### config.mk
export PLATFORM = sky130hd
export DESIGN_NAME = mgr_bank
export DESIGN_NICKNAME = d
export VERILOG_FILES = /design/src/inc/mgr_pkg.sv /design/src/rtl/mgr_gain_decode.sv /design/src/rtl/mgr_bank.sv
export SDC_FILE = /design/constraint.sdc
export NUM_CORES = 1
export LEC_CHECK = 0
export BUFFER_PORTS_ARGS = -buffer_cell sky130_fd_sc_hd__buf_2
export CAP_MARGIN = 20
export CORE_ASPECT_RATIO = 1.1
export CORE_MARGIN = 2
export CORE_UTILIZATION = 40
export CTS_CLUSTER_SIZE = 16
export DETAILED_ROUTE_END_ITERATION = 8
export PLACE_DENSITY = 0.57
export SLEW_MARGIN = 20
export SYNTH_ARGS = -nofsm -noshare
export SYNTH_HDL_FRONTEND = slang
export SYNTH_HIERARCHICAL = 1
export SYNTH_SLANG_ARGS = --single-unit
### constraint.sdc
create_clock -name core_clk -period 13.3 [get_ports core_clk]
set_input_delay 1.33 -clock core_clk [delete_from_list [all_inputs] [get_ports core_clk]]
set_output_delay 1.33 -clock core_clk [all_outputs]
set_load 0.01 [all_outputs]
### src/inc/mgr_pkg.sv
// Constants, carriers and decode helpers for the mixer gain and record register bank
`default_nettype none
package mgr_pkg;

   localparam int          MGR_IDX_W        = 7;
   localparam int          MGR_DATA_W       = 16;
   localparam int          MGR_NUM_IN       = 5;
   localparam int          MGR_GAIN_W       = 5;
   localparam int          MGR_REC_W        = 4;
   localparam int          MGR_SRC_W        = 3;
   localparam int          MGR_SRC_N        = 8;

   // Register indices on the control link
   localparam logic [6:0]  MGR_IDX_MIC      = 7'h0E;
   localparam logic [6:0]  MGR_IDX_LINE     = 7'h10;
   localparam logic [6:0]  MGR_IDX_CD       = 7'h12;
   localparam logic [6:0]  MGR_IDX_VIDEO    = 7'h14;
   localparam logic [6:0]  MGR_IDX_AUX      = 7'h16;
   localparam logic [6:0]  MGR_IDX_PCM      = 7'h18;
   localparam logic [6:0]  MGR_IDX_SRC      = 7'h1A;
   localparam logic [6:0]  MGR_IDX_REC      = 7'h1C;

   // Field positions
   localparam int          MGR_MUTE_BIT     = 15;
   localparam int          MGR_BOOST20_BIT  = 6;
   localparam int          MGR_LEFT_LSB     = 8;
   localparam int          MGR_RIGHT_LSB    = 0;

   // Writable bits of each register; all others read as zero
   localparam logic [15:0] MGR_MIC_MASK     = 16'h805F;
   localparam logic [15:0] MGR_IN_MASK      = 16'h9F1F;
   localparam logic [15:0] MGR_SRC_MASK     = 16'h0707;
   localparam logic [15:0] MGR_REC_MASK     = 16'h8F0F;

   // Reset values
   localparam logic [15:0] MGR_MIC_RST      = 16'h8008;
   localparam logic [15:0] MGR_IN_RST       = 16'h8808;
   localparam logic [15:0] MGR_SRC_RST      = 16'h0000;
   localparam logic [15:0] MGR_REC_RST      = 16'h8000;

   // Gains are carried in half-dB units, so a 1.5 dB step is 3
   localparam logic [7:0]  MGR_STEP_HDB     = 8'h03;
   localparam logic [7:0]  MGR_TOP_HDB      = 8'h18;
   localparam logic [7:0]  MGR_BOOST10_HDB  = 8'h14;
   localparam logic [7:0]  MGR_BOOST20_HDB  = 8'h28;

   typedef struct packed {
      logic                     valid;
      logic                     rd;
      logic [MGR_IDX_W-1:0]     index;
      logic [MGR_DATA_W-1:0]    data;
   } mgr_cmd_s;

   typedef struct packed {
      logic                     valid;
      logic                     hit;
      logic [MGR_IDX_W-1:0]     index;
      logic [MGR_DATA_W-1:0]    data;
   } mgr_rsp_s;

   typedef struct packed {
      logic                     mic_mute;
      logic                     mic_boost_20;
      logic signed [7:0]        mic_gain_hdb;
      logic [MGR_NUM_IN-1:0]    in_mute;
      logic [MGR_NUM_IN-1:0][7:0] in_left_hdb;
      logic [MGR_NUM_IN-1:0][7:0] in_right_hdb;
      logic [MGR_SRC_N-1:0]     left_src_sel;
      logic [MGR_SRC_N-1:0]     right_src_sel;
      logic                     rec_mute;
      logic [7:0]               rec_left_hdb;
      logic [7:0]               rec_right_hdb;
   } mgr_ctl_s;

   typedef struct packed {
      logic [15:0]                 mic;
      logic [MGR_NUM_IN-1:0][15:0] stereo;
      logic [15:0]                 src;
      logic [15:0]                 rec;
      mgr_rsp_s                    rsp;
      mgr_ctl_s                    ctl;
   } mgr_state_s;

   localparam mgr_state_s MGR_STATE_RST = '{
      mic:    MGR_MIC_RST,
      stereo: {MGR_NUM_IN{MGR_IN_RST}},
      src:    MGR_SRC_RST,
      rec:    MGR_REC_RST,
      rsp:    '0,
      ctl:    '{mic_mute: 1'b1, mic_boost_20: 1'b0, mic_gain_hdb: 8'h00,
                in_mute: 5'h1F, in_left_hdb: '0, in_right_hdb: '0,
                left_src_sel: 8'h01, right_src_sel: 8'h01,
                rec_mute: 1'b1, rec_left_hdb: 8'h00, rec_right_hdb: 8'h00}
   };

   // Attenuating five-bit code: code 0 is the top gain, code 8 is unity
   function automatic logic [7:0] mgr_att_hdb(input logic [MGR_GAIN_W-1:0] code);
      mgr_att_hdb = MGR_TOP_HDB - ({3'h0, code} * MGR_STEP_HDB);
   endfunction

   function automatic logic [7:0] mgr_rec_hdb(input logic [MGR_REC_W-1:0] code);
      mgr_rec_hdb = {4'h0, code} * MGR_STEP_HDB;
   endfunction

   function automatic logic [7:0] mgr_mic_hdb(input logic [MGR_GAIN_W-1:0] code,
                                              input logic                  b20,
                                              input logic                  b10);
      logic [7:0] sum;
      sum = mgr_att_hdb(code);
      if (b20)
      begin
         sum = sum + MGR_BOOST20_HDB;
      end
      if (b10)
      begin
         sum = sum + MGR_BOOST10_HDB;
      end
      mgr_mic_hdb = sum;
   endfunction

   function automatic logic [MGR_SRC_N-1:0] mgr_src_onehot(input logic [MGR_SRC_W-1:0] s);
      mgr_src_onehot = 8'h01 << s;
   endfunction

endpackage
`default_nettype wire

### src/rtl/mgr_gain_decode.sv
// Decoder of one stereo input gain word into mute and per-channel gains
`timescale 1ns/10ps
`default_nettype none
module mgr_gain_decode
(
   input  wire logic [15:0] word,
   output logic             mute,
   output logic [7:0]       left_hdb,
   output logic [7:0]       right_hdb
);
   import mgr_pkg::*;

   // One mute bit silences both channels
   assign mute      = word[MGR_MUTE_BIT];
   assign left_hdb  = mgr_att_hdb(word[MGR_LEFT_LSB +: MGR_GAIN_W]);
   assign right_hdb = mgr_att_hdb(word[MGR_RIGHT_LSB +: MGR_GAIN_W]);

endmodule
`default_nettype wire

### src/rtl/mgr_bank.sv
// Mixer input gain, record source and record gain register bank
//
// Behaviour
// - Mic word: mute bit 15, 20 dB boost bit 6, 1.5 dB gain code bits 4..0.
// - Five stereo gain words at 10h..18h: line, CD, video, aux, PCM out.
// - Stereo word: bit 15 mutes both, left code 12..8, right 4..0, reset 8808h.
// - Stereo codes step 1.5 dB: 0 is +12 dB, 8 is 0 dB, 31 is -34.5 dB.
// - Record source word bits 10..8 choose the left ADC source.
// - Record source word bits 2..0 choose the right ADC source independently.
// - Sources: mic, CD, video, aux, line, stereo mix, mono mix, phone.
// - Record gain bit 15 silences both ADC inputs.
// - Left record gain bits 11..8, 1.5 dB steps from 0 dB upward.
// - Right record gain bits 3..0, same steps, code 15 is +22.5 dB.
// - Record gain word resets to 8000h: unity gain, muted.
`timescale 1ns/10ps
`default_nettype none
module mgr_bank
(
   input  wire logic           core_clk,
   input  wire logic           reset,
   input  wire mgr_pkg::mgr_cmd_s cmd,
   input  wire logic           mic_boost_10,
   output mgr_pkg::mgr_rsp_s   rsp,
   output mgr_pkg::mgr_ctl_s   ctl
);
   import mgr_pkg::*;

   mgr_state_s                  s_r;
   mgr_state_s                  s_nxt;
   logic [MGR_NUM_IN-1:0]       dec_mute;
   logic [MGR_NUM_IN-1:0][7:0]  dec_left;
   logic [MGR_NUM_IN-1:0][7:0]  dec_right;
   logic                        in_hit;
   logic [2:0]                  in_sel;
   logic                        wr;

   // Stereo words sit at every second index from line in to PCM out
   assign in_hit = (cmd.index >= MGR_IDX_LINE) && (cmd.index <= MGR_IDX_PCM) && !cmd.index[0];
   assign in_sel = 3'((cmd.index - MGR_IDX_LINE) >> 1);
   assign wr     = cmd.valid && !cmd.rd;

   genvar g;
   generate
      for (g = 0; g < MGR_NUM_IN; g++)
      begin : g_in
         mgr_gain_decode u_dec
         (
            .word      (s_r.stereo[g]),
            .mute      (dec_mute[g]),
            .left_hdb  (dec_left[g]),
            .right_hdb (dec_right[g])
         );
      end
   endgenerate

   always_comb
   begin
      s_nxt           = s_r;
      s_nxt.rsp.valid = 1'b0;
      if (cmd.valid && cmd.rd)
      begin
         // Reads answer one cycle later; misses return zero and let other banks answer
         s_nxt.rsp.valid = 1'b1;
         s_nxt.rsp.index = cmd.index;
         s_nxt.rsp.hit   = 1'b1;
         s_nxt.rsp.data  = 16'h0000;
         case (cmd.index)
            MGR_IDX_MIC: s_nxt.rsp.data = s_r.mic;
            MGR_IDX_SRC: s_nxt.rsp.data = s_r.src;
            MGR_IDX_REC: s_nxt.rsp.data = s_r.rec;
            default:
            begin
               if (in_hit)
               begin
                  s_nxt.rsp.data = s_r.stereo[in_sel];
               end
               else
               begin
                  s_nxt.rsp.hit = 1'b0;
               end
            end
         endcase
      end
      else if (wr)
      begin
         // Masks keep unused bits at zero whatever is written
         case (cmd.index)
            MGR_IDX_MIC: s_nxt.mic = cmd.data & MGR_MIC_MASK;
            MGR_IDX_SRC: s_nxt.src = cmd.data & MGR_SRC_MASK;
            MGR_IDX_REC: s_nxt.rec = cmd.data & MGR_REC_MASK;
            default:
            begin
               if (in_hit)
               begin
                  s_nxt.stereo[in_sel] = cmd.data & MGR_IN_MASK;
               end
            end
         endcase
      end
      // Analog controls follow the stored words one cycle later, glitch free
      s_nxt.ctl.mic_mute      = s_r.mic[MGR_MUTE_BIT];
      s_nxt.ctl.mic_boost_20  = s_r.mic[MGR_BOOST20_BIT];
      s_nxt.ctl.mic_gain_hdb  = mgr_mic_hdb(s_r.mic[MGR_RIGHT_LSB +: MGR_GAIN_W],
                                            s_r.mic[MGR_BOOST20_BIT], mic_boost_10);
      s_nxt.ctl.in_mute       = dec_mute;
      s_nxt.ctl.in_left_hdb   = dec_left;
      s_nxt.ctl.in_right_hdb  = dec_right;
      s_nxt.ctl.left_src_sel  = mgr_src_onehot(s_r.src[MGR_LEFT_LSB +: MGR_SRC_W]);
      s_nxt.ctl.right_src_sel = mgr_src_onehot(s_r.src[MGR_RIGHT_LSB +: MGR_SRC_W]);
      s_nxt.ctl.rec_mute      = s_r.rec[MGR_MUTE_BIT];
      s_nxt.ctl.rec_left_hdb  = mgr_rec_hdb(s_r.rec[MGR_LEFT_LSB +: MGR_REC_W]);
      s_nxt.ctl.rec_right_hdb = mgr_rec_hdb(s_r.rec[MGR_RIGHT_LSB +: MGR_REC_W]);
   end

   always_ff @(posedge core_clk or posedge reset)
   begin
      if (reset)
      begin
         s_r <= MGR_STATE_RST;
      end
      else
      begin
         s_r <= s_nxt;
      end
   end

   assign rsp = s_r.rsp;
   assign ctl = s_r.ctl;

   a_mic_gain_decode:
   assert property (@(posedge core_clk) disable iff (reset)
      (wr && cmd.index == MGR_IDX_MIC) |-> ##2
      (ctl.mic_mute == $past(cmd.data[15], 2) &&
       int'(ctl.mic_gain_hdb) == 24 - 3 * int'($past(cmd.data[4:0], 2))
          + ($past(cmd.data[6], 2) ? 40 : 0) + ($past(mic_boost_10, 1) ? 20 : 0)))
   else $error("mic gain decode wrong");

   a_line_in_gain:
   assert property (@(posedge core_clk) disable iff (reset)
      (wr && cmd.index == MGR_IDX_LINE) |-> ##2
      (signed'(ctl.in_left_hdb[0]) == 8'(24 - 3 * int'($past(cmd.data[12:8], 2))) &&
       ctl.in_mute[0] == $past(cmd.data[15], 2)))
   else $error("line in gain not applied");

   a_pcm_out_gain:
   assert property (@(posedge core_clk) disable iff (reset)
      (wr && cmd.index == MGR_IDX_PCM) |-> ##2
      (ctl.in_right_hdb[4] == 8'(24 - 3 * int'($past(cmd.data[4:0], 2)))))
   else $error("pcm out gain not applied");

   a_left_src_sel:
   assert property (@(posedge core_clk) disable iff (reset)
      (wr && cmd.index == MGR_IDX_SRC) |-> ##2
      (ctl.left_src_sel == 8'(1 << $past(cmd.data[10:8], 2))))
   else $error("left record source wrong");

   a_right_src_sel:
   assert property (@(posedge core_clk) disable iff (reset)
      (wr && cmd.index == MGR_IDX_SRC) |-> ##2
      (ctl.right_src_sel == 8'(1 << $past(cmd.data[2:0], 2)) && $stable(ctl.rec_mute)))
   else $error("right record source wrong");

   a_reset_defaults:
   assert property (@(posedge core_clk) disable iff (reset)
      $past(reset) |-> (ctl.left_src_sel == 8'h01 && ctl.right_src_sel == 8'h01 &&
                        ctl.rec_mute && ctl.rec_left_hdb == 8'h00 && ctl.in_mute == 5'h1F))
   else $error("reset defaults wrong");

   a_rec_mute_gain:
   assert property (@(posedge core_clk) disable iff (reset)
      (wr && cmd.index == MGR_IDX_REC) |-> ##2
      (ctl.rec_mute == $past(cmd.data[15], 2) &&
       int'(ctl.rec_left_hdb) == 3 * int'($past(cmd.data[11:8], 2)) &&
       int'(ctl.rec_right_hdb) == 3 * int'($past(cmd.data[3:0], 2))))
   else $error("record gain wrong");

   a_read_back:
   assert property (@(posedge core_clk) disable iff (reset)
      (wr && cmd.index == MGR_IDX_REC) ##1 (cmd.valid && cmd.rd && cmd.index == MGR_IDX_REC)
      |=> (rsp.valid && rsp.hit && rsp.data == ($past(cmd.data, 2) & 16'h8F0F)))
   else $error("record gain read back wrong");

   a_read_timing:
   assert property (@(posedge core_clk) disable iff (reset)
      (cmd.valid && cmd.rd) |=> (rsp.valid && rsp.index == $past(cmd.index) &&
       (rsp.index != MGR_IDX_SRC || (rsp.data & 16'hF8F8) == 16'h0000)))
   else $error("read answer late or unused bits set");

   a_cd_gain_mute:
   assert property (@(posedge core_clk) disable iff (reset)
      (wr && cmd.index == MGR_IDX_CD) |-> ##2
      (ctl.in_mute[1] == $past(cmd.data[15], 2) &&
       ctl.in_left_hdb[1] == 8'(24 - 3 * int'($past(cmd.data[12:8], 2)))))
   else $error("cd gain not applied");

   a_video_gain:
   assert property (@(posedge core_clk) disable iff (reset)
      (wr && cmd.index == MGR_IDX_VIDEO) |-> ##2
      (ctl.in_mute[2] == $past(cmd.data[15], 2) &&
       ctl.in_right_hdb[2] == 8'(24 - 3 * int'($past(cmd.data[4:0], 2)))))
   else $error("video gain not applied");

   a_aux_gain:
   assert property (@(posedge core_clk) disable iff (reset)
      (wr && cmd.index == MGR_IDX_AUX) |-> ##2
      (ctl.in_left_hdb[3] == 8'(24 - 3 * int'($past(cmd.data[12:8], 2))) &&
       ctl.in_right_hdb[3] == 8'(24 - 3 * int'($past(cmd.data[4:0], 2)))))
   else $error("aux gain not applied");

   a_src_one_hot:
   assert property (@(posedge core_clk) disable iff (reset)
      $onehot(ctl.left_src_sel) && $onehot(ctl.right_src_sel))
   else $error("record source select not one-hot");

   a_rec_reset_value:
   assert property (@(posedge core_clk) disable iff (reset)
      $past(reset) |-> (s_r.rec == 16'h8000 && ctl.rec_mute &&
                        ctl.rec_left_hdb == 8'h00 && ctl.rec_right_hdb == 8'h00))
   else $error("record gain reset value wrong");

   a_miss_reads_zero:
   assert property (@(posedge core_clk) disable iff (reset)
      (cmd.valid && cmd.rd && (cmd.index < MGR_IDX_MIC || cmd.index > MGR_IDX_REC ||
       cmd.index[0])) |=> (!rsp.hit && rsp.data == 16'h0000))
   else $error("read outside the bank not zero");

   a_rsp_one_cycle:
   assert property (@(posedge core_clk) disable iff (reset)
      !(cmd.valid && cmd.rd) |=> !rsp.valid)
   else $error("read answer without a read");

endmodule
`default_nettype wire

### Word level (Yosys, flattened, before mapping)

Index checks and enable logic that the tools add are counted.

* flip-flop bits (word level): 251
* bits in latches: 0
* memory bits (writable): 0
* memory bits (read-only): 0
* logic and storage cells: 93
* memories: 0

* add/subtract/negate cells: 14
* $mul: 13
* div/mod/pow operators: 0
* $lt $le $gt $ge: 4
* equality and inequality tests: 3
* shift-type cells: 2
* muxes and demuxes: 12
* bitwise operators: 2
* reductions and logical operators: 12

Operators with widths (count)
* subtractor 5 x 7 -> 8 bit, first input constant: 11
* bitwise mux 80 bit: 1
* multiplier 5 x 2 -> 7 bit, second input constant: 11
* binary-select mux 16 bit (select 3 bit): 1
* demux 16 bit (select 3 bit): 1
* two-way mux 16 bit: 3
* case mux 16 bit (3 select lines): 1
* two-way mux 25 bit: 1
* two-way mux 8 bit: 2
* << shifter 1 x 3 -> 8 bit, first input constant: 2
* equality test 7 x 5 -> 1 bit, second input constant: 2
* multiplier 4 x 2 -> 6 bit, second input constant: 2
* AND reduction 3 bit: 3
* adder 8 x 5 -> 8 bit, second input constant: 1
* adder 8 x 6 -> 8 bit, second input constant: 1
* equality test 7 x 4 -> 1 bit, second input constant: 1
* greater-or-equal comparator 7 x 5 -> 1 bit, second input constant: 1
* <= comparator 7 x 5 -> 1 bit, second input constant: 1
* logical AND 1 bit: 5
* < comparator 3 x 4 -> 1 bit, second input constant: 1
* AND reduction 4 bit: 1
* subtractor 4 x 1 -> 4 bit, second input constant: 1
* greater-or-equal comparator 3 x 1 -> 1 bit, second input constant: 1
* OR reduction 3 bit: 1
* 3 further kinds: 6

### Depth between registers and ports, before layout

* depth in word-level cells: 6
* mapped depth: 14
* depth with buffers taken out: 13

### Cells and area by module

Netlist, hierarchy kept.

By module, submodules not included
* mgr_bank: instances 1, cells each 760, area each 9734.3 µm², sequential area each 5589.1 µm²
* mgr_gain_decode (g_in[1].u_dec ...): instances 4, cells each 78, area each 638.1 µm², sequential area each 0.0 µm²
* mgr_gain_decode (g_in[0].u_dec): instances 1, cells each 78, area each 661.9 µm², sequential area each 0.0 µm²

### Least setup slack after synthesis

Ideal clock, no wire load.

* path kind: register -> register
* start: register s_r[266] (netlist bit)
* end: register s_r (netlist bit ctl[125])
* arrival time: 2890 ps
* data required time: 13171 ps
* setup slack: 10281 ps
* cell stages (with the launch flop): 14
* buffers on the path: 0
* period minus slack after synthesis: 3019 ps
* cells stage by stage: dfrtp_1 -> inv_1 -> ha_1 -> ha_1 -> a211oi_2 -> nor3_1 -> or2_1 -> ha_1 -> nand2b_1 -> o21ai_1 -> a21oi_1 -> a41oi_1 -> nand3_1 -> xor2_1

RTL lines
* start, declared: line mgr_bank.sv:28 `mgr_state_s s_r;`
* start signal, assigned: line mgr_bank.sv:123 `s_r <= s_nxt;`

==> flow_metrics.tcl <==
set metrics [dict create \
    setup_tns_ps 0 \
    grt_antenna_before_repair 3 \
    synthFlopType "dfrtp_1" \
    critical_path_class "flop to flop" \
    cts-root-buf "clkbuf_16" \
    firstDrtPassIters 6 \
    grt_pass1_vias 7847 \
    clock_latency_ps 540 \
    fin_worst_skew_ps 9.310 \
    start_util_pct 40.32 \
    layout-drive-gt1-share_pct 28.15 \
    core_um2 32120 \
    routed_wl_mm 26.76 \
    first_iter_violations 285 \
    reg2reg_depth 13 \
    postCtsSetupBuffers 0 \
    die_h_um 192.7 \
    numCtsBuffers 27 \
    startpoint_type "flop" \
    critPathTopFamily "adder cells" \
    crit_slowest_cell "dfrtp_1" \
    setup_viol 0 \
    critPathMaxStageDelay_ps 550 \
    synth_cell_type_count 72 \
    slew_headroom_pct 28.92 \
    clock-sinks 222 \
    cp_common_cell "ha_1" \
    synth_seq_cells 222 \
    vias 7667 \
    io_buffer_count 168 \
    syn_to_final_growth_pct 7.537 \
    grt_pass1_wl_mm 42.79 \
    ys_async_sr_fraction_pct 100.0 \
    gr-total-overflow 0 \
    tightest_slew_ps 1060 \
    postRouteAntennaNets 0 \
    layout_common_cells "dfrtp_1, buf_2, inv_1" \
    fin_nets 1315 \
    rsz0062_at_grt "no" \
    ios 181 \
    dieWidth_um 175.6 \
    cp_num_buf_inv 1 \
    synth_area_um2 12950 \
    cp.depth 13 \
    synth-edff-count 0 \
    routedWlPerCell_um 16.61 \
    status "completed" \
    max_freq_mhz 293.7 \
    dp_hpwl_mm 19.44 \
    post-route-util_pct 43.36 \
    cp_max_fo 8 \
    hold_buffers 0 \
    maxCapViolations 0 \
    p_leak_nw 6.808 \
    finalWeightedCongestion 0.8095 \
    cp_data_arrival_time_ps 3830 \
    rows 69 \
    cts_resized 0 \
    tritoncts "yes" \
    slew_viol_final 0 \
    dieArea_um2 33830 \
    worst_hold_path.num_cells 0 \
    worstPathCellList "inv_1, ha_1, ha_1, a211oi_2, nor3_1, or2_1, ha_1, nand2b_1, o21ai_1, a21oi_1, a41oi_1, nand3_1, xor2_1" \
    avgSynthCellArea_um2 11.26 \
    seq_area_frac_synth_pct 43.16 \
    vdd_drop_max_mv 0.08328 \
    h-tree-depth 1 \
    final_common_cell "dfrtp_1" \
    track_usage_pct 15.92 \
    power_density_nw_per_um2 130.6 \
    drc 0 \
    viasPerCell 4.759 \
    clk_pin_slew_ps 60 \
    synthCells 1150 \
    period_needed_ps 3404 \
    clockBufferDepth 3 \
    total_power_mw 1.819 \
    finalHoldViolations 0 \
    min_path_type "flop to flop" \
    endpoint_kind "flop" \
    required_ps 13720 \
    timing.final.crit_share_pct 25.60 \
    yosysWarnings 6 \
    grt_max_degree 89 \
]
## per-layer routing
metal | vias to the layer above | track usage, % | share of wire, %
met4 | 2 | 5.181 | 2.6
li1 | 3728 | - | -
met5 | - | 0 | 0.026
met2 | 154 | 25.71 | 45
met1 | 3739 | 21.83 | 47
met3 | 44 | 2.679 | 4.8
## final timing paths
check	from	to	slack [ps]
min in group asynchronous	reset	ctl[111]	880
worst min-delay path	s_r[264]	ctl[117]	370
worst max-delay path	s_r[267]	ctl[125]	9900
worst min register to register	s_r[264]	ctl[117]	370
max in group asynchronous	reset	rsp[12]	11030
worst max register to register	s_r[267]	ctl[125]	9900
## registers in the layout, indices dropped and copies added, names as in the netlist
name	count
s_nxt	3
rsp	21
ctl	124
s_r	74
## worst reg2reg max path, delay by kind of cell, from the launching register on
kind            cells  cell delay, ps
simple gates        4             700
buf+inv             1             130
fa+ha+maj           3             870
xor+xnor            1             170
compound gates      4             860
flops               1             550
## power by group
| part | total, mW | switching (mW) | internal (mW) |
|---|---|---|---|
| combinational | 0.290 | 0.166 | 0.124 |
| clock | 0.752 | 0.302 | 0.450 |
| sequential | 0.776 | 0.0362 | 0.740 |
## cell usage after synthesis, types with 4 or more instances
library cell,number,area share (%)
fa_1,13,2.0
nor3_1,7,0.27
xnor2_1,26,1.8
nor2_1,31,0.90
nor4b_1,5,0.34
or2_2,5,0.24
clkbuf_1,12,0.35
and3b_1,4,0.27
ha_1,111,11
buf_4,168,9.7
a32o_1,4,0.31
o22ai_1,14,0.68
mux2_1,28,2.4
and4b_1,5,0.39
a221oi_2,5,0.58
dfrtp_1,195,38
nor3b_1,10,0.58
mux2_2,57,5.0
a31oi_1,8,0.39
buf_2,12,0.46
nor4_1,4,0.19
o41ai_1,4,0.27
xor2_1,44,3.0
a21oi_1,22,0.85
nand2b_1,6,0.29
nor2b_1,21,1.0
a221o_1,5,0.39
nand3_1,4,0.15
nand2_1,51,1.5
a41oi_1,6,0.41
o21ai_0,17,0.66
a22oi_1,4,0.23
dfstp_2,27,5.5
a21boi_0,5,0.29
mux2i_1,24,1.9
a211oi_1,11,0.64
inv_1,119,3.4
a211o_1,5,0.34
## stage by stage
step	setup slack (ps)	area [um^2]	hold WS (ps)	cells
finish	9896	13920	372.7	1611
global route	9678	13920	378.9	1610
CTS	9882	13920	372.8	1609
detailed placement	9391	13000	365.8	1560
global placement	9386	13000	364.4	1560
floorplan	5937	12970	359.0	1157
## final cells by class
class                      count  area, um^2
tap                          426       533.0
timing repair buffer         173       878.3
clock buffer                  32       724.4
antenna                        2       5.005
sequential                   222        5589
inverter                     119       454.2
multi-input combinational    620        5548
fill                        3113       18190
clock inverter                17       192.7
## cells by family after synthesis
family,count (synthesis),share of synthesized area [%]
XOR/XNOR,72,5.073
buffers and inverters,315,14.25
other,1,0.02896
flip-flops,222,43.16
multiplexers,112,9.701
AO/OA/AOI/OAI,137,8.039
adder cells (fa/ha/maj),124,12.74
AND/OR/NAND/NOR,167,7.005
(Power assumes the default switching activity.)
